<file path="src/sweep_pkg.sv">
// Constants shared by the linear frequency sweeper, its checker and its bench.
// Assumes a single reference clock domain and a register port that is fed
// by the serial-port logic elsewhere in the synthesizer.
package sweep_pkg;

   // ------------------------------------------------------------
   // Register map
   // ------------------------------------------------------------
   localparam int ADDR_W = 6;
   localparam int DATA_W = 24;
   localparam logic [5:0] ADDR_CONTROL = 6'h14;
   localparam logic [5:0] ADDR_INCREMENT = 6'h15;
   localparam logic [5:0] ADDR_COUNT = 6'h16;
   localparam logic [5:0] ADDR_HOLD = 6'h17;
   localparam logic [5:0] ADDR_STATUS = 6'h1f;

   // ------------------------------------------------------------
   // Field positions
   // ------------------------------------------------------------
   localparam int BIT_CLEAR_FLAGS = 0;
   localparam int BIT_ENABLE = 1;
   localparam int BIT_TRIGGER = 2;
   localparam int BIT_REPEAT = 3;
   localparam int BIT_BEGIN_DOWNWARD = 4;
   localparam int BIT_EXT_TRIGGER = 5;
   localparam int BIT_SINGLE_STEP = 6;
   localparam int BIT_ONE_WAY = 7;
   localparam int BIT_STATUS_ACTIVE = 5;

   // ------------------------------------------------------------
   // Reset values
   // ------------------------------------------------------------
   localparam logic [7:0] CONTROL_RESET = 8'h00;
   localparam logic [23:0] INCREMENT_RESET = 24'h000800;
   localparam logic [23:0] COUNT_RESET = 24'h000800;
   localparam logic [23:0] HOLD_RESET = 24'h000800;

   // ------------------------------------------------------------
   // Frequency word and sweeper states
   // ------------------------------------------------------------
   localparam int FREQ_W = 40;
   typedef enum logic [2:0] {
      ST_IDLE,
      ST_RAMP,
      ST_PAUSE,
      ST_DWELL
   } sweep_state_t;

endpackage

</file>
<file path="src/trigger_edge.sv">
// Pin synchroniser with rising-edge detector for the external sweep start.
// Assumes the pin is asynchronous to the clock and may toggle at any time.
module trigger_edge (
   // Clock and reset
   input wire logic clk,
   input wire logic rst,
   // Raw pin and detected edge
   input wire logic pin_in,
   output logic rise_pulse
);

   // ------------------------------------------------------------
   // Two-stage synchroniser followed by an edge register
   // ------------------------------------------------------------
   logic meta_r;  // First stage; only the second stage reads it.
   logic sync_r;  // Second stage, safe to use in logic.
   logic last_r;  // Previous synchronised level for edge detection.

   // The first stage is kept private so metastability cannot fan out.
   always_ff @(posedge clk) begin
      if (rst) begin
         meta_r <= 1'b0;
         sync_r <= 1'b0;
         last_r <= 1'b0;
         rise_pulse <= 1'b0;
      end else begin
         meta_r <= pin_in;
         sync_r <= meta_r;
         last_r <= sync_r;
         rise_pulse <= sync_r & ~last_r;
      end
   end

endmodule

</file>
<file path="src/freq_sweeper.sv">
// Continuous-wave linear frequency sweeper control.
// Assumes the serial-port logic presents decoded register writes and reads
// on the reference clock, and that the sweep output word feeds the divider.
module freq_sweeper
   import sweep_pkg::*;
(
   // Clock and reset
   input wire logic CORE_CLK,
   input wire logic RESET,
   // Register port from the serial interface
   input wire logic REG_WR_EN,
   input wire logic [sweep_pkg::ADDR_W-1:0] REG_ADDR,
   input wire logic [sweep_pkg::DATA_W-1:0] REG_WR_DATA,
   output logic [sweep_pkg::DATA_W-1:0] REG_RD_DATA,
   // Frequency word interface to the divider
   input wire logic [sweep_pkg::FREQ_W-1:0] BASE_FREQ_WORD,
   output logic [sweep_pkg::FREQ_W-1:0] FREQ_WORD,
   // Range flags and sweep status
   output logic OVERFLOW_FLAG,
   output logic UNDERFLOW_FLAG,
   output logic SWEEP_ACTIVE_FLAG,
   // External trigger pin
   input wire logic GENERAL_OUTPUT_PIN_THREE
);
   import sweep_pkg::*;

   // ------------------------------------------------------------
   // Register storage
   // ------------------------------------------------------------
   logic [7:0] control_r;  // Sweep control bits.
   logic [DATA_W-1:0] increment_r;  // Frequency change per step.
   logic [DATA_W-1:0] count_r;  // Steps per sweep.
   logic [DATA_W-1:0] hold_r;  // Dwell cycles at an extreme.

   // ------------------------------------------------------------
   // Sweep state
   // ------------------------------------------------------------
   sweep_state_t state_r, state_nxt;  // Sequencer state.
   logic [FREQ_W-1:0] pos_r, pos_nxt;  // Present frequency word.
   logic [FREQ_W-1:0] start_r, start_nxt;  // Word that a sweep began at.
   logic dir_down_r, dir_down_nxt;  // Present direction, 1 is downward.
   logic [DATA_W-1:0] step_cnt_r, step_cnt_nxt;  // Steps done.
   logic [DATA_W-1:0] dwell_cnt_r, dwell_cnt_nxt;  // Dwell cycles done.
   logic armed_r, armed_nxt;  // Start word captured since enable.

   // ------------------------------------------------------------
   // Decoding
   // ------------------------------------------------------------
   wire wr_control = REG_WR_EN && (REG_ADDR == ADDR_CONTROL);
   wire wr_increment = REG_WR_EN && (REG_ADDR == ADDR_INCREMENT);
   wire wr_count = REG_WR_EN && (REG_ADDR == ADDR_COUNT);
   wire wr_hold = REG_WR_EN && (REG_ADDR == ADDR_HOLD);
   wire enabled = control_r[BIT_ENABLE];
   wire repeat_on = control_r[BIT_REPEAT];
   wire one_way = control_r[BIT_ONE_WAY];
   wire single_step = control_r[BIT_SINGLE_STEP];
   wire clear_flags = control_r[BIT_CLEAR_FLAGS];

   // A trigger only counts when the bit goes from zero to one.
   wire sw_trigger = wr_control && REG_WR_DATA[BIT_TRIGGER] &&
                     !control_r[BIT_TRIGGER];

   // External edge, honoured only when the pin trigger is allowed.
   logic ext_rise;  // Synchronised rising edge of the trigger pin.
   wire ext_trigger = ext_rise && control_r[BIT_EXT_TRIGGER];
   wire trigger = enabled && (sw_trigger || ext_trigger);

   // Unsigned step with carry: the extra bit exposes wrap of the word.
   wire [FREQ_W:0] step_ext = {{(FREQ_W + 1 - DATA_W){1'b0}}, increment_r};
   wire [FREQ_W:0] sum_up = {1'b0, pos_r} + step_ext;
   wire [FREQ_W:0] sum_dn = {1'b0, pos_r} - step_ext;
   wire [FREQ_W:0] stepped = dir_down_r ? sum_dn : sum_up;
   wire last_step = (step_cnt_r + 24'h000001) >= count_r;
   wire dwell_done = (dwell_cnt_r + 24'h000001) >= hold_r;
   wire stepping = (state_r == ST_RAMP);
   wire step_ovf = stepping && !dir_down_r && sum_up[FREQ_W];
   wire step_udf = stepping && dir_down_r && sum_dn[FREQ_W];

   // ------------------------------------------------------------
   // External trigger synchroniser
   // ------------------------------------------------------------
   trigger_edge u_trigger_edge (
      .clk(CORE_CLK),
      .rst(RESET),
      .pin_in(GENERAL_OUTPUT_PIN_THREE),
      .rise_pulse(ext_rise)
   );

   // ------------------------------------------------------------
   // Register writes
   // ------------------------------------------------------------
   // Plain stores; the trigger bit keeps whatever software wrote so that
   // a second start needs an explicit write of zero first.
   always_ff @(posedge CORE_CLK) begin
      if (RESET) begin
         control_r <= CONTROL_RESET;
         increment_r <= INCREMENT_RESET;
         count_r <= COUNT_RESET;
         hold_r <= HOLD_RESET;
      end else begin
         if (wr_control) begin
            control_r <= REG_WR_DATA[7:0];
         end
         if (wr_increment) begin
            increment_r <= REG_WR_DATA;
         end
         if (wr_count) begin
            count_r <= REG_WR_DATA;
         end
         if (wr_hold) begin
            hold_r <= REG_WR_DATA;
         end
      end
   end

   // ------------------------------------------------------------
   // Sequencer next state
   // ------------------------------------------------------------
   // End of a sweep: one-way hops back, otherwise the direction reverses.
   always_comb begin
      state_nxt = state_r;
      pos_nxt = pos_r;
      start_nxt = start_r;
      dir_down_nxt = dir_down_r;
      step_cnt_nxt = step_cnt_r;
      dwell_cnt_nxt = dwell_cnt_r;
      armed_nxt = armed_r;
      if (!enabled) begin
         // Disabled: sweeper held in reset, tracking the base word.
         state_nxt = ST_IDLE;
         pos_nxt = BASE_FREQ_WORD;
         start_nxt = BASE_FREQ_WORD;
         dir_down_nxt = control_r[BIT_BEGIN_DOWNWARD];
         step_cnt_nxt = '0;
         dwell_cnt_nxt = '0;
         armed_nxt = 1'b0;
      end else begin
         case (state_r)
            ST_IDLE: begin
               if (!armed_r) begin
                  // Until the first sweep the word follows the base.
                  pos_nxt = BASE_FREQ_WORD;
                  start_nxt = BASE_FREQ_WORD;
                  dir_down_nxt = control_r[BIT_BEGIN_DOWNWARD];
               end
               if (trigger) begin
                  state_nxt = ST_RAMP;
                  step_cnt_nxt = '0;
                  armed_nxt = 1'b1;
                  if (!armed_r) begin
                     start_nxt = BASE_FREQ_WORD;
                  end
               end
            end
            ST_RAMP: begin
               pos_nxt = stepped[FREQ_W-1:0];
               step_cnt_nxt = step_cnt_r + 24'h000001;
               if (last_step) begin
                  step_cnt_nxt = '0;
                  dwell_cnt_nxt = '0;
                  if (repeat_on) begin
                     state_nxt = ST_DWELL;
                  end else begin
                     state_nxt = ST_IDLE;
                     if (one_way) begin
                        pos_nxt = start_r;
                     end else begin
                        dir_down_nxt = !dir_down_r;
                     end
                  end
               end else if (single_step) begin
                  state_nxt = ST_PAUSE;
               end
            end
            ST_PAUSE: begin
               // Frequency held; each further trigger gives one step.
               if (trigger || !single_step) begin
                  state_nxt = ST_RAMP;
               end
            end
            ST_DWELL: begin
               dwell_cnt_nxt = dwell_cnt_r + 24'h000001;
               if (dwell_done) begin
                  if (!repeat_on) begin
                     // Repeat dropped during dwell: finish here.
                     state_nxt = ST_IDLE;
                  end else begin
                     state_nxt = ST_RAMP;
                  end
                  if (one_way) begin
                     pos_nxt = start_r;
                  end else begin
                     dir_down_nxt = !dir_down_r;
                  end
               end
            end
            default: begin
               state_nxt = ST_IDLE;
            end
         endcase
      end
   end

   // ------------------------------------------------------------
   // Sequencer registers
   // ------------------------------------------------------------
   always_ff @(posedge CORE_CLK) begin
      if (RESET) begin
         state_r <= ST_IDLE;
         pos_r <= '0;
         start_r <= '0;
         dir_down_r <= 1'b0;
         step_cnt_r <= '0;
         dwell_cnt_r <= '0;
         armed_r <= 1'b0;
      end else begin
         state_r <= state_nxt;
         pos_r <= pos_nxt;
         start_r <= start_nxt;
         dir_down_r <= dir_down_nxt;
         step_cnt_r <= step_cnt_nxt;
         dwell_cnt_r <= dwell_cnt_nxt;
         armed_r <= armed_nxt;
      end
   end

   // ------------------------------------------------------------
   // Range flags
   // ------------------------------------------------------------
   // The clear acts as a level without waiting for an edge, so a wrap that
   // lands while it is held is lost; software must release it first.
   always_ff @(posedge CORE_CLK or posedge clear_flags) begin
      if (clear_flags) begin
         OVERFLOW_FLAG <= 1'b0;
         UNDERFLOW_FLAG <= 1'b0;
      end else if (RESET) begin
         OVERFLOW_FLAG <= 1'b0;
         UNDERFLOW_FLAG <= 1'b0;
      end else begin
         OVERFLOW_FLAG <= OVERFLOW_FLAG | step_ovf;
         UNDERFLOW_FLAG <= UNDERFLOW_FLAG | step_udf;
      end
   end

   // ------------------------------------------------------------
   // Outputs and read-back
   // ------------------------------------------------------------
   // Active through ramp, pause and dwell; low once the sweep has ended.
   wire active = enabled && (state_r != ST_IDLE);
   wire [DATA_W-1:0] status_word = {{(DATA_W - 1 - BIT_STATUS_ACTIVE){1'b0}},
                                    SWEEP_ACTIVE_FLAG,
                                    {BIT_STATUS_ACTIVE{1'b0}}};
   wire [DATA_W-1:0] rd_mux =
      (REG_ADDR == ADDR_CONTROL) ? {16'h0000, control_r} :
      (REG_ADDR == ADDR_INCREMENT) ? increment_r :
      (REG_ADDR == ADDR_COUNT) ? count_r :
      (REG_ADDR == ADDR_HOLD) ? hold_r :
      (REG_ADDR == ADDR_STATUS) ? status_word : 24'h000000;

   // Read data and status leave through flip-flops.
   always_ff @(posedge CORE_CLK) begin
      if (RESET) begin
         REG_RD_DATA <= '0;
         FREQ_WORD <= '0;
         SWEEP_ACTIVE_FLAG <= 1'b0;
      end else begin
         REG_RD_DATA <= rd_mux;
         FREQ_WORD <= pos_nxt;
         SWEEP_ACTIVE_FLAG <= active;
      end
   end

endmodule

</file>
<file path="config.mk">
export PLATFORM = sky130hd
export DESIGN_NAME = freq_sweeper
export DESIGN_NICKNAME = d
export VERILOG_FILES = /design/src/sweep_pkg.sv /design/src/trigger_edge.sv /design/src/freq_sweeper.sv
export SDC_FILE = /design/constraint.sdc
export NUM_CORES = 1
export LEC_CHECK = 0
export ABC_AREA = 1
export BUFFER_PORTS_ARGS = -buffer_cell sky130_fd_sc_hd__buf_2
export CAP_MARGIN = 15
export CORE_ASPECT_RATIO = 1.25
export CORE_UTILIZATION = 40
export DETAILED_ROUTE_END_ITERATION = 7
export PLACE_DENSITY = 0.53
export SETUP_SLACK_MARGIN = 0.02
export SYNTH_ARGS = -nofsm -noshare
export SYNTH_HDL_FRONTEND = slang
export SYNTH_SLANG_ARGS = --single-unit
</file>
<file path="constraint.sdc">
create_clock -name CORE_CLK -period 2.35 [get_ports CORE_CLK]
set_clock_uncertainty 0.1 [all_clocks]
set_input_delay 0.235 -clock CORE_CLK [delete_from_list [all_inputs] [get_ports CORE_CLK]]
set_output_delay 0.235 -clock CORE_CLK [all_outputs]
set_load 0.01 [all_outputs]
</file>
==> results.toml <==
[run_status]
status = "complete, but fails checks"
failed_checks = "negative hold slack, negative setup slack"

[power_and_ir_drop]
power_w = 0.0108
ir_drop_uv = 555
leakagePower_nw = 12.6
powerDensity_nw_per_um2 = 417

[final_layout]
drive_above_1_share = 0.327
final_util = 0.614
area_delta_synth_final_pct = 51.1
fillers = 4064
fin_cells = 3987
fin_area_um2 = 26000
nNetsFinal = 3583

[setup_path]
path_max_fanout = 5
critPathKind = "flip-flop to flip-flop"
reg2reg_slack_ns = -1.36
cpMaxStageDelayCell = "dfxtp_4"
worst_path_most_repeated_cell = "nor2_4"
max_stage_delay_ns = 0.37
cp_top_family = "simple AND/OR/NAND/NOR gates"
crit_arrival_ns = 4.13
cp.required_ns = 2.77
start_kind = "flip-flop"
worst-path-buf-inv = 7
crit_path_end_kind = "flip-flop"

[global_routing]
antenna_found_initial = 0
grt_use_total = 0.351
grt_pass1_vias = 20300
grt_max_degree = 81
overflow = 0
grt_first_pass_wirelength_um = 116000

[floorplanning]
dieWidth_um = 187
die_h_um = 234
initial_core_util = 0.406
core_um2 = 42300
num_io_pins = 141
dieArea_um2 = 43800
rows = 84

[timing]
timing.hold.ws_ns = -0.00948
final.min_clock_period_ns = 3.71
hold_viol_final = 2
max_freq_mhz = 270
finalCritPeriodShare = 1.58
setup_viol = 92
max_slew_margin = 0.102
slew_viol_final = 0
worstMarginPinSlew_ns = 1.34
fin_ws_ns = -1.36
rsz0062_at_grt = "yes"

[cts]
cts_root_buffer = "clkbuf_16"
cts_tree = "built"
clk_pin_slew_worst_paths_ns = 0.06
clock_sinks = 243
htreeDepth = 1
worstSkewPairLatency_ns = 0.59
cts_buffer_depth = 3
numCtsBuffers = 28

[yosys]
syn_area_um2 = 17200
synthCells = 2739
synth_fa_ha_area_frac = 0.0767
yosys_register_bits = 243
synth_compound_gate_area_share = 0.182
synth-seq-area-share = 0.284
yosys_warnings = 0
synth_top_family_by_area = "simple AND/OR/NAND/NOR gates"
synthMuxAreaShare = 0
synth-simple-area-share = 0.310
syn_nets = 2917
avgSynthCellArea_um2 = 6.27
synthDistinctLibCells = 60
synth_xor_area_frac = 0.0259

[route]
via_per_inst = 5.21
firstDrtPassIters = 6
avgRoutedWirePerCell_um = 19.9
drt.antenna.violating_nets = 0
drt_iter0_drc = 1381
drc = 0
vias = 20800
wirelength_um = 79500

[run]
drv_cap = 0

[placement]
placed_area_um2 = 22000
dp_hpwl_um = 61300
place.gp.congestion = 1.03
place_inst = 3805
portBuffers = 140

[hold_path]
hold_class = "flip-flop to asynchronous set/reset pin"
per-layer routing:
layer	share of wire	GRT usage	up-vias
met1	0.37	0.369	9603
met2	0.50	0.647	745
met4	0.084	0.265	0
met5	0	0	-
li1	-	-	10200
met3	0.047	0.0350	253
worst paths after layout:
| path | from | end | depth (start not counted) |
|---|---|---|---|
| setup / recovery | step_cnt_r[0]$_SDFFE_PP0P_ | dwell_cnt_r[16]$_SDFFE_PP0P_ | 28 |
| hold / removal | control_r[0]$_SDFFE_PP0P_ | OVERFLOW_FLAG$_DFF_PP0_ | 1 |
| setup reg to reg | step_cnt_r[0]$_SDFFE_PP0P_ | dwell_cnt_r[16]$_SDFFE_PP0P_ | 28 |
| hold reg to reg | control_r[0]$_SDFFE_PP0P_ | OVERFLOW_FLAG$_DFF_PP0_ | 1 |
| max in group asynchronous | control_r[0]$_SDFFE_PP0P_ | UNDERFLOW_FLAG$_DFF_PP0_ | 1 |
| min in group CORE_CLK | REG_ADDR[3] | REG_RD_DATA[1]$_SDFF_PP0_ | 5 |
Yosys cell counts, drive strengths merged:
master  count  area, µm²
a211oi      1       7.51
a21boi      1       7.51
a21o        1       7.51
a21oi     288       1520
a221oi     26        228
a22oi      16        120
a311oi      1       8.76
a31oi      18        113
a41oi       2       17.5
and3        3       20.0
buf        24        143
clkbuf     89        340
clkinv      2       7.51
dfrtp       2       50.1
dfxtp     241       4820
fa          2       40.0
ha        102       1280
inv       423       1590
nand2     793       3030
nand3     157        801
nand3b      5       41.3
nand4      38        250
nor2      173        683
nor2b       1       6.26
nor3       29        178
nor3b       2       20.0
nor4       13        103
o211ai     11       82.6
o21a        4       30.0
o21ai     176        881
o21bai      8       60.1
o221ai      1       8.76
o22ai       4       25.0
o31ai       1       7.51
o32ai       1       8.76
or2        30        188
xnor2      11        104
xor2       39        342
power breakdown:
part	total [W]	internal (W)	switching [W]	leakage, nW
Combinational	0.00171	0.000725	0.000987	10.1
Clock	0.00481	0.00284	0.00196	0.491
Sequential	0.00431	0.00421	0.000101	2.00
metrics by stage:
stage | setup TNS (ns) | setup slack, ns
after global placement | -127.21 | -1.47
after floorplan | -70.29 | -0.827
final | -118.05 | -1.36
after global routing | -137.91 | -1.57
after detailed placement | -127.12 | -1.48
after CTS | -118.18 | -1.37
placed cells by master (no fill, tap or decap), types with 17 or more instances in the layout:
cell	count
nand2_4	26
nor2_1	135
nand2_1	692
xor2_1	37
nand3_2	19
ha_1	74
inv_2	25
dlygate4sd3_1	69
buf_4	480
nor3_1	20
nand3_1	126
buf_2	140
dfxtp_1	221
or2_2	29
clkbuf_16	32
o21ai_0	157
nand2_2	74
nand4_1	36
a221oi_1	26
a21oi_2	80
a31oi_1	17
buf_6	25
nor2_2	22
ha_4	24
a21oi_1	208
inv_1	391
cell families (layout without fill, tap and decap cells):
kind of cell             after synthesis  after routing
buffers and inverters                538           1223
AO/OA/AOI/OAI                        560            560
XOR/XNOR                              50             50
adder cells (fa/ha/maj)              104            104
other                                  0              2
AND/OR/NAND/NOR                     1244           1246
flip-flops                           243            243
layout make-up:
cell class	instances	area, µm²	area share
tap	559	699	0.0269
antenna	2	5.00	0.000193
multi-input combinational	1960	11700	0.450
timing repair inverter	1	8.76	0.000337
clock buffer	39	843	0.0325
inverter	425	1630	0.0627
clock inverter	12	171	0.00660
sequential	243	4910	0.189
timing repair buffer	746	5990	0.231
repair_timing:
item                                    in CTS  in global routing
pin swaps                                   54                 65
setup buffers                               33                 13
gates cloned                                12                  5
hold buffers                                69                  0
hold endpoints to repair                   154                  0
resized for setup                          194                212
endpoints found under the setup margin      93                 93
No activity file was read; power rests on OpenSTA's default activity.
